$ cat config.mk
export PLATFORM = sky130hd
export DESIGN_NAME = prs_crossbar
export DESIGN_NICKNAME = d
export VERILOG_FILES = /design/src/verilog/prs_crossbar.v /design/src/verilog/prs_out_mux.v
export VERILOG_INCLUDE_DIRS = /design/src /design/src/verilog
export SDC_FILE = /design/constraint.sdc
export NUM_CORES = 1
export LEC_CHECK = 0
export BUFFER_PORTS_ARGS = -buffer_cell sky130_fd_sc_hd__clkbuf_2
export CAP_MARGIN = 20
export CORE_MARGIN = 1.5
export CORE_UTILIZATION = 52
export CTS_BUF_LIST = sky130_fd_sc_hd__clkbuf_4 sky130_fd_sc_hd__clkbuf_8
export DETAILED_ROUTE_END_ITERATION = 6
export GPL_ROUTABILITY_DRIVEN = 1
export GPL_TIMING_DRIVEN = 0
export PLACE_DENSITY = 0.72
export SYNTH_ARGS = -nofsm -noshare
export SYNTH_HDL_FRONTEND = slang
export SYNTH_SLANG_ARGS = --single-unit
$ cat constraint.sdc
create_clock -name core_clk -period 6.39 [get_ports core_clk]
set_clock_uncertainty 0.1 [all_clocks]
set_input_delay 1.278 -clock core_clk [delete_from_list [all_inputs] [get_ports core_clk]]
set_output_delay 1.278 -clock core_clk [all_outputs]
set_load 0.005 [all_outputs]
$ cat src/verilog/prs_defines.vh
// Purpose: constants of the remappable pin select crossbar
// Assumes: byte addresses on a 32-bit APB, one aligned word per register
// Notes: definitions only
`ifndef PRS_DEFINES_VH
`define PRS_DEFINES_VH

// ****************************************
// register byte addresses
// ****************************************
`define PRS_ADDR_W 8
`define PRS_A_CTRL 8'h00
`define PRS_A_KEY 8'h04
`define PRS_A_STATUS 8'h08
`define PRS_A_PINLVL 8'h0c
`define PRS_A_IN_EXT 8'h10
`define PRS_A_IN_CAPA 8'h14
`define PRS_A_IN_CAPB 8'h18
`define PRS_A_IN_FAULT 8'h1c
`define PRS_A_IN_CLK 8'h20
`define PRS_A_IN_UART 8'h24
`define PRS_A_IN_SPI 8'h28
`define PRS_A_IN_CELL 8'h2c
`define PRS_A_OUT0 8'h30
`define PRS_A_OUT1 8'h34
`define PRS_A_OUT2 8'h38

// ****************************************
// field positions and reset values
// ****************************************
`define PRS_SLOT0_LSB 0
`define PRS_SLOT1_LSB 8
`define PRS_SLOT2_LSB 16
`define PRS_SEL_W 5
`define PRS_CODE_W 4
`define PRS_CODES_PER_REG 8
`define PRS_CTRL_LOCK_BIT 0
`define PRS_SEL_RESET 5'h00
`define PRS_CODE_RESET 4'h0
`define PRS_LOCK_RESET 1'b0

// ****************************************
// unlock keys, values arbitrary
// ****************************************
`define PRS_KEY_FIRST 32'h0000c3a5
`define PRS_KEY_SECOND 32'h00005a3c

// ****************************************
// function counts and output codes
// ****************************************
`define PRS_NUM_INPUTS 15
`define PRS_NUM_FUNCS 9
`define PRS_CODE_NONE 4'h0
`define PRS_CODE_LAST 4'h9

`endif

$ cat src/verilog/prs_crossbar.v
// Purpose: remappable pin select crossbar with APB register access
// Assumes: APB3 master without wait insertion, pins asynchronous to core_clk
// Notes: one wait-free access phase, outputs registered
//
// Local design decisions: the placing of the registers and the APB interface to the registers.
`timescale 1ns/1ps
`include "prs_defines.vh"

module prs_crossbar #(
  parameter NUM_PINS = 20,
  parameter [14:0] IN_IDLE = 15'h0000
) (
  input wire core_clk,
  input wire nrst,
  input wire psel,
  input wire penable,
  input wire pwrite,
  input wire [7:0] paddr,
  input wire [31:0] pwdata,
  output reg [31:0] prdata,
  output reg pready,
  output reg pslverr,
  input wire cfgLockOnce,
  input wire [NUM_PINS-1:0] pinIn,
  input wire [NUM_PINS-1:0] analogSel,
  input wire [NUM_PINS-1:0] portOut,
  input wire [NUM_PINS-1:0] portOe,
  input wire [8:0] funcOut,
  input wire [8:0] funcEn,
  output reg [NUM_PINS-1:0] pinOut,
  output reg [NUM_PINS-1:0] pinOe,
  output reg [NUM_PINS-1:0] remapActive,
  output reg [14:0] periphIn,
  output reg mappingLocked
);

  // ****************************************
  // helpers
  // ****************************************
  // three selector slots into one register word
  function [31:0] pack3;
    input [4:0] a;
    input [4:0] b;
    input [4:0] c;
    begin
      pack3 = {11'h000, c, 3'h0, b, 3'h0, a};
    end
  endfunction

  // ****************************************
  // state
  // ****************************************
  reg [4:0] inSel_q [0:14];
  reg [4*NUM_PINS-1:0] outCode_q;
  reg lock_q;
  reg keyStage_q;
  reg unlocked_q;
  reg [NUM_PINS-1:0] pinMeta_q;
  reg [NUM_PINS-1:0] pinSync_q;
  reg [31:0] rdD;
  reg hitD;
  reg [14:0] periphInD;
  reg [4:0] selV;
  wire [NUM_PINS-1:0] muxOut;
  wire [NUM_PINS-1:0] muxOe;
  wire [NUM_PINS-1:0] muxAct;
  wire setupPh;
  wire wrEn;
  wire mapWr;
  integer i;
  integer k;
  integer ri;
  integer rk;

  assign setupPh = psel && !penable;
  assign wrEn = psel && penable && pready && pwrite;
  // map registers frozen while locked
  assign mapWr = wrEn && !lock_q;

  // ****************************************
  // pin synchroniser
  // ****************************************
  // two flops before anything looks at a pin
  always @(posedge core_clk) begin
    if (!nrst) begin
      pinMeta_q <= {NUM_PINS{1'b0}};
      pinSync_q <= {NUM_PINS{1'b0}};
    end else begin
      pinMeta_q <= pinIn;
      pinSync_q <= pinMeta_q;
    end
  end

  // ****************************************
  // apb read decode
  // ****************************************
  // decoded in setup so data is registered for the access phase
  always @* begin
    rdD = 32'h00000000;
    hitD = 1'b1;
    case (paddr)
      `PRS_A_CTRL: begin
        rdD = {31'h00000000, lock_q};
      end
      `PRS_A_KEY: begin
        rdD = 32'h00000000;
      end
      `PRS_A_STATUS: begin
        rdD = {28'h0000000, cfgLockOnce, keyStage_q, unlocked_q, lock_q};
      end
      `PRS_A_PINLVL: begin
        rdD = {{(32-NUM_PINS){1'b0}}, pinSync_q & ~analogSel};
      end
      `PRS_A_IN_EXT: begin
        rdD = pack3(inSel_q[0], 5'h00, 5'h00);
      end
      `PRS_A_IN_CAPA: begin
        rdD = pack3(inSel_q[1], inSel_q[2], 5'h00);
      end
      `PRS_A_IN_CAPB: begin
        rdD = pack3(inSel_q[3], 5'h00, 5'h00);
      end
      `PRS_A_IN_FAULT: begin
        rdD = pack3(inSel_q[4], inSel_q[5], 5'h00);
      end
      `PRS_A_IN_CLK: begin
        rdD = pack3(inSel_q[6], inSel_q[7], 5'h00);
      end
      `PRS_A_IN_UART: begin
        rdD = pack3(inSel_q[8], inSel_q[9], 5'h00);
      end
      `PRS_A_IN_SPI: begin
        rdD = pack3(inSel_q[10], inSel_q[11], inSel_q[12]);
      end
      `PRS_A_IN_CELL: begin
        rdD = pack3(inSel_q[13], inSel_q[14], 5'h00);
      end
      `PRS_A_OUT0, `PRS_A_OUT1, `PRS_A_OUT2: begin
        // eight 4-bit codes per word, unused pins read zero
        for (rk = 0; rk < `PRS_CODES_PER_REG; rk = rk + 1) begin
          if ((paddr[3:2] * `PRS_CODES_PER_REG + rk) < NUM_PINS) begin
            rdD[4*rk +: 4] = outCode_q[4*(paddr[3:2] * `PRS_CODES_PER_REG + rk) +: 4];
          end
        end
      end
      default: begin
        hitD = 1'b0;
      end
    endcase
  end

  // ****************************************
  // apb answer
  // ****************************************
  // ready is a flop, so each transfer costs exactly one access cycle
  always @(posedge core_clk) begin
    if (!nrst) begin
      pready <= 1'b0;
      pslverr <= 1'b0;
      prdata <= 32'h00000000;
    end else begin
      pready <= setupPh;
      pslverr <= setupPh && !hitD;
      prdata <= (setupPh && !pwrite) ? rdD : 32'h00000000;
    end
  end

  // ****************************************
  // lock and unlock sequence
  // ****************************************
  // two key writes in a row open one control write
  always @(posedge core_clk) begin
    if (!nrst) begin
      lock_q <= `PRS_LOCK_RESET;
      keyStage_q <= 1'b0;
      unlocked_q <= 1'b0;
    end else if (wrEn && paddr == `PRS_A_KEY) begin
      keyStage_q <= (pwdata == `PRS_KEY_FIRST);
      unlocked_q <= keyStage_q && (pwdata == `PRS_KEY_SECOND);
    end else if (wrEn && paddr == `PRS_A_CTRL) begin
      // any control write closes the window again
      keyStage_q <= 1'b0;
      unlocked_q <= 1'b0;
      if (unlocked_q) begin
        // one-way lock: with cfgLockOnce set, once set it holds until reset
        if (!(cfgLockOnce && lock_q)) begin
          lock_q <= pwdata[`PRS_CTRL_LOCK_BIT];
        end
      end
    end else if (wrEn) begin
      // other writes in between break the sequence
      keyStage_q <= 1'b0;
    end
  end

  // ****************************************
  // input selectors
  // ****************************************
  // zero means unconnected, so nothing reaches a peripheral after reset
  always @(posedge core_clk) begin
    if (!nrst) begin
      for (i = 0; i < `PRS_NUM_INPUTS; i = i + 1) begin
        inSel_q[i] <= `PRS_SEL_RESET;
      end
    end else if (mapWr) begin
      case (paddr)
        `PRS_A_IN_EXT: inSel_q[0] <= pwdata[4:0];
        `PRS_A_IN_CAPA: begin
          inSel_q[1] <= pwdata[4:0];
          inSel_q[2] <= pwdata[12:8];
        end
        `PRS_A_IN_CAPB: inSel_q[3] <= pwdata[4:0];
        `PRS_A_IN_FAULT: begin
          inSel_q[4] <= pwdata[4:0];
          inSel_q[5] <= pwdata[12:8];
        end
        `PRS_A_IN_CLK: begin
          inSel_q[6] <= pwdata[4:0];
          inSel_q[7] <= pwdata[12:8];
        end
        `PRS_A_IN_UART: begin
          inSel_q[8] <= pwdata[4:0];
          inSel_q[9] <= pwdata[12:8];
        end
        `PRS_A_IN_SPI: begin
          inSel_q[10] <= pwdata[4:0];
          inSel_q[11] <= pwdata[12:8];
          inSel_q[12] <= pwdata[20:16];
        end
        `PRS_A_IN_CELL: begin
          inSel_q[13] <= pwdata[4:0];
          inSel_q[14] <= pwdata[12:8];
        end
        default: begin
          inSel_q[0] <= inSel_q[0];
        end
      endcase
    end
  end

  // ****************************************
  // output codes
  // ****************************************
  // separate from the input selectors so in and out move freely
  always @(posedge core_clk) begin
    if (!nrst) begin
      outCode_q <= {NUM_PINS{`PRS_CODE_RESET}};
    end else if (mapWr && (paddr == `PRS_A_OUT0 || paddr == `PRS_A_OUT1 ||
                           paddr == `PRS_A_OUT2)) begin
      for (k = 0; k < `PRS_CODES_PER_REG; k = k + 1) begin
        if ((paddr[3:2] * `PRS_CODES_PER_REG + k) < NUM_PINS) begin
          outCode_q[4*(paddr[3:2] * `PRS_CODES_PER_REG + k) +: 4] <= pwdata[4*k +: 4];
        end
      end
    end
  end

  // ****************************************
  // input routing
  // ****************************************
  // analog pins read low on the digital side, masked here by analogSel
  always @* begin
    periphInD = IN_IDLE;
    selV = 5'h00;
    for (ri = 0; ri < `PRS_NUM_INPUTS; ri = ri + 1) begin
      selV = inSel_q[ri];
      if (selV != 5'h00 && selV <= NUM_PINS) begin
        periphInD[ri] = pinSync_q[selV - 5'h01] & ~analogSel[selV - 5'h01];
      end else begin
        periphInD[ri] = IN_IDLE[ri];
      end
    end
  end

  // ****************************************
  // per-pin output selection
  // ****************************************
  genvar g;
  generate
    for (g = 0; g < NUM_PINS; g = g + 1) begin : gPin
      prs_out_mux uMux (
        .funcCode(outCode_q[4*g +: 4]),
        .funcOut(funcOut),
        .funcEn(funcEn),
        .portOut(portOut[g]),
        .portOe(portOe[g]),
        .analogSel(analogSel[g]),
        .pinOut(muxOut[g]),
        .pinOe(muxOe[g]),
        .remapActive(muxAct[g])
      );
    end
  endgenerate

  // ****************************************
  // registered outputs
  // ****************************************
  // one cycle of latency buys glitch-free pin drive
  always @(posedge core_clk) begin
    if (!nrst) begin
      pinOut <= {NUM_PINS{1'b0}};
      pinOe <= {NUM_PINS{1'b0}};
      remapActive <= {NUM_PINS{1'b0}};
      periphIn <= IN_IDLE;
      mappingLocked <= `PRS_LOCK_RESET;
    end else begin
      pinOut <= muxOut;
      pinOe <= muxOe;
      remapActive <= muxAct;
      periphIn <= periphInD;
      mappingLocked <= lock_q;
    end
  end

endmodule // prs_crossbar

$ cat src/verilog/prs_out_mux.v
// Purpose: per-pin output selection of the remap crossbar
// Assumes: port path already merges latch and pin-fixed peripherals
// Notes: purely combinational, the top registers the result
`timescale 1ns/1ps
`include "prs_defines.vh"

module prs_out_mux (
  input wire [3:0] funcCode,
  input wire [8:0] funcOut,
  input wire [8:0] funcEn,
  input wire portOut,
  input wire portOe,
  input wire analogSel,
  output reg pinOut,
  output reg pinOe,
  output reg remapActive
);

  // ****************************************
  // priority: analog, remap, port
  // ****************************************
  // default is the ordinary port path
  always @* begin
    pinOut = portOut;
    pinOe = portOe;
    remapActive = 1'b0;
    // analog pins never take a remapped output
    if (analogSel) begin
      remapActive = 1'b0;
    end else if (funcCode != `PRS_CODE_NONE && funcCode <= `PRS_CODE_LAST) begin
      if (funcEn[funcCode - 4'h1]) begin
        pinOut = funcOut[funcCode - 4'h1];
        pinOe = 1'b1;
        remapActive = 1'b1;
      end
    end
    // codes 10 to 15 fall through to the port path
  end

endmodule // prs_out_mux
==> results.rst <==
.. list-table::
   :header-rows: 1

   * - Metric
     - Value
   * - CTS Hold Buffers Added
     - 0
   * - Worst min-delay path category
     - flip-flop to flip-flop
   * - Worst-path clk slew
     - 0.06 ns
   * - Area taken by flip-flops and latches
     - 6666 um^2
   * - Final Instance Count excl. Fillers
     - 3467
   * - Slew @ Worst Pin
     - 1.260 ns
   * - Maximum cell stage delay along the critical path
     - 0.67 ns
   * - Final critical-path share of the clock period
     - 77.93%
   * - Via count
     - 23210
   * - Number of top-level design ports
     - 254
   * - Total cell area at the placement stage
     - 24010 um^2
   * - Global-route wire length before repair
     - 132700 um
   * - Routability congestion estimate
     - 1.034
   * - Slowest cell on crit path
     - sky130_fd_sc_hd__clkbuf_1
   * - #FFs+latches synth
     - 308
   * - Worst slew slack as a fraction of its limit
     - 15.21%
   * - Critical path data required time
     - 6.66 ns
   * - Number of detailed-route iterations in the first pass
     - 7
   * - CTS Root Cell
     - sky130_fd_sc_hd__clkbuf_8
   * - Syn avg cell area
     - 8.526 um^2
   * - PD cells
     - 178.7 nW/um^2
   * - CTS tree
     - yes
   * - Initial core utilization
     - 52.70%
   * - Global router's overall resource usage
     - 40.72%
   * - Fraction of the core area covered by cells at the end of the flow
     - 59.92%
   * - Share of synthesized area occupied by flip-flops and latches
     - 30.15%
   * - Setup-failing EPs final
     - 0
   * - Hold violation count in the final report
     - 0
   * - Share of layout cells above drive strength 1
     - 17.32%
   * - Violations in the final reports
     - DRC
   * - Postcts setup bufs
     - 0
   * - Final worst hold slack
     - 0.3301 ns
   * - CP Launch Type
     - input pin
   * - Category of the most critical setup path
     - input pin to flip-flop
   * - Number of violations reported at the end of detailed-routing iteration 0
     - 3321
   * - Kind of cell adding the most delay to the critical path
     - buffers and inverters
   * - Remaining antenna violation count
     - 0
   * - Period minus WS final
     - 4.980 ns
   * - Cell mode on critical path
     - sky130_fd_sc_hd__clkbuf_1
   * - Share of the synthesized area in the top cell type
     - 23.36%
   * - Kind of end point of the critical path
     - flip-flop
   * - Maximum vdd drop
     - 0.0001621 V
   * - Total Die Area
     - 43760 um^2
   * - Number of remaining DRC errors
     - 3
   * - Total number of H-tree levels
     - 2
   * - Total length of routed met2 wires
     - 37440 um
   * - Count of distinct cell types in the synthesized netlist
     - 77
   * - Max layer used
     - met5
   * - Number of antenna cells inserted
     - 0
   * - Chip width
     - 209.2 um
   * - Leakage power total
     - 0.009198 uW
   * - Most frequent cells in the layout
     - 258 x sky130_fd_sc_hd__dfxtp_1, 235 x sky130_fd_sc_hd__clkbuf_2, 219 x sky130_fd_sc_hd__nand2_1
   * - DRT Wirelength
     - 91120 um
   * - Number of max-slew violations in the final report
     - 0
   * - Clk sink count
     - 308
   * - Run status
     - finished with violations
   * - Count of flip-flops with a built-in enable after synthesis
     - 50
   * - Worst endpoint data arrival time
     - 5.25 ns
   * - Port Buf Inserts
     - 234
   * - Wire length on met1
     - 35080 um
   * - Mapped Cells
     - 2593
   * - Clock latency on the worst-skew pair
     - 0.69 ns
   * - Leading area contributor after synthesis
     - sky130_fd_sc_hd__dfxtp_1
   * - RSZ-0062 raised after global routing
     - no
   * - CTS-repair resized insts
     - 0
   * - Via count normalized by instance count
     - 6.694
   * - Area growth from synthesis to layout
     - 13.70%
   * - Design Power
     - 4493 uW
   * - Flip-flop cell with the highest count after synthesis
     - sky130_fd_sc_hd__dfxtp_1
   * - Critical path, cell by cell
     - clkbuf_2 -> clkbuf_1 -> inv_1 -> clkbuf_1 -> ha_1 -> nor3b_2 -> clkbuf_1 -> nand2_1 -> o21ai_1 -> buf_4
   * - Routed wire per std cell
     - 26.28 um
   * - Std cell rows
     - 75
   * - Warning count from the yosys run
     - 0
   * - Sum of net half-perimeters after detailed placement
     - 68760 um
   * - Via count of the first global-routing pass
     - 21250
   * - Post-route cell area
     - 25140 um^2
   * - TritonCTS buffer count
     - 53
   * - Vertical die dimension
     - 209.2 um
   * - Maximum number of pins on one net before global-route repair
     - 14
   * - Multi-input gate area
     - 13840 um^2
   * - Metal3 WL
     - 13900 um
   * - Max Root-Sink Buffers
     - 3
   * - Reported max-cap violation count
     - 0
   * - Max Fclk
     - 0.2008 GHz
   * - Async SR Flop Fraction
     - 0%
   * - Crit Path Max Fanout
     - 11
   * - Placeable Area
     - 41950 um^2
   * - Number of cells after detailed placement
     - 3372
   * - Nets
     - 3095
   * - Total congestion overflow
     - 0
   * - Initial antenna violation count
     - 7
   * - Mapped cell area
     - 22110 um^2
   * - # fillers
     - 3860
   * - Leading cell type in the layout, fill and taps excluded
     - sky130_fd_sc_hd__dfxtp_1
   * - Syn nets
     - 2799
   * - Worst path bufs/invs
     - 6
   * - Cell types occupying the most area after synthesis
     - sky130_fd_sc_hd__dfxtp_1 23%, sky130_fd_sc_hd__mux4_2 12%, sky130_fd_sc_hd__edfxtp_1 6.8%
-- registers in the layout, summed over array words and instances (netlist names), 15 cells and up --
register and cells:
remapActive 20, pinOut 20, pinOe 20, periphIn 15
outCode_q 80, inSel_q 75, pinSync_q 20, pinMeta_q 20
prdata 32
-- per-layer routing --
layer / GRT usage (%) / vias up
li1: - / 10100
met1: 55.50 / 11000
met2: 57.92 / 1808
met3: 13.65 / 308
met4: 19.09 / 2
met5: 0.4449 / -
-- cell families after synthesis --
logic type	count (synthesis)	synth area share (%)
buffers and inverters	420	7.278
and+or+nand+nor	893	21.23
xor gates and xnor gates	59	2.337
adders and majority gates	62	3.509
muxes	209	16.33
AOI/OAI and AO/OA	642	19.16
DFF	308	30.15
-- worst reg2reg max path: cells and delay by family, from the launching register on --
| kind | cells | cell delay, ns |
|---|---|---|
| fa+ha+maj | 1 | 0.22 |
| buf+inv | 3 | 0.73 |
| xor+xnor | 1 | 0.63 |
| flops | 1 | 0.38 |
| mux | 1 | 0.42 |
| simple gates | 2 | 0.66 |
| compound gates | 1 | 0.19 |
-- cells in the mapped netlist (22+ instances only) --
cell,instances
sky130_fd_sc_hd__a21oi_1,204
sky130_fd_sc_hd__clkbuf_1,204
sky130_fd_sc_hd__edfxtp_1,50
sky130_fd_sc_hd__nand2b_1,39
sky130_fd_sc_hd__a31oi_1,22
sky130_fd_sc_hd__ha_1,62
sky130_fd_sc_hd__buf_1,31
sky130_fd_sc_hd__o21ai_0,120
sky130_fd_sc_hd__mux2i_1,75
sky130_fd_sc_hd__nand3_1,117
sky130_fd_sc_hd__nor2b_1,31
sky130_fd_sc_hd__nor3_1,38
sky130_fd_sc_hd__mux4_2,120
sky130_fd_sc_hd__xor2_1,30
sky130_fd_sc_hd__xnor2_1,29
sky130_fd_sc_hd__o21bai_1,22
sky130_fd_sc_hd__or4_1,24
sky130_fd_sc_hd__inv_1,164
sky130_fd_sc_hd__nor2_1,138
sky130_fd_sc_hd__nand2_1,219
sky130_fd_sc_hd__o31ai_1,37
sky130_fd_sc_hd__dfxtp_1,258
sky130_fd_sc_hd__nand4_1,41
sky130_fd_sc_hd__a22oi_1,32
sky130_fd_sc_hd__or3_1,31
sky130_fd_sc_hd__nor3b_1,30
sky130_fd_sc_hd__a311oi_1,37
sky130_fd_sc_hd__and2_1,106
-- layout make-up --
type / count / area share (%)
clock inverters: 10 / 0.4082
well taps: 539 / 2.683
plain buffers: 254 / 3.923
multi-input cells: 1865 / 55.07
inverters: 166 / 2.479
clock buffers: 84 / 4.027
flip-flops and latches: 308 / 26.52
repair buffers: 241 / 4.883
-- final timing paths --
| check | cells past startpoint | startpoint | slack, ns | endpoint |
|---|---|---|---|---|
| setup / recovery | 10 | paddr[3] | 1.41 | inSel_q[0][10] |
| hold / removal | 1 | pinMeta_q[12] | 0.33 | pinSync_q[12] |
| setup reg to reg | 9 | inSel_q[0][15] | 2.99 | periphIn[3] |
| hold reg to reg | 1 | pinMeta_q[12] | 0.33 | pinSync_q[12] |
-- where the power goes --
group | switching (uW) | internal [uW] | total (uW) | leakage [uW]
Combinational | 345 | 173 | 518 | 0.00597
Clock | 874 | 1080 | 1950 | 0.000594
Sequential | 18.0 | 2000 | 2020 | 0.00263
-- per-stage QoR --
step / TNS, ns / setup slack, ns
3_5_place_dp: 0 / 0.8898
4_1_cts: 0 / 1.569
5_1_grt: 0 / 1.332
6_report: 0 / 1.410
3_3_place_gp: -14.67 / -0.7432
2_1_floorplan: 0 / 1.911
No activity file was read; power rests on OpenSTA's default activity.
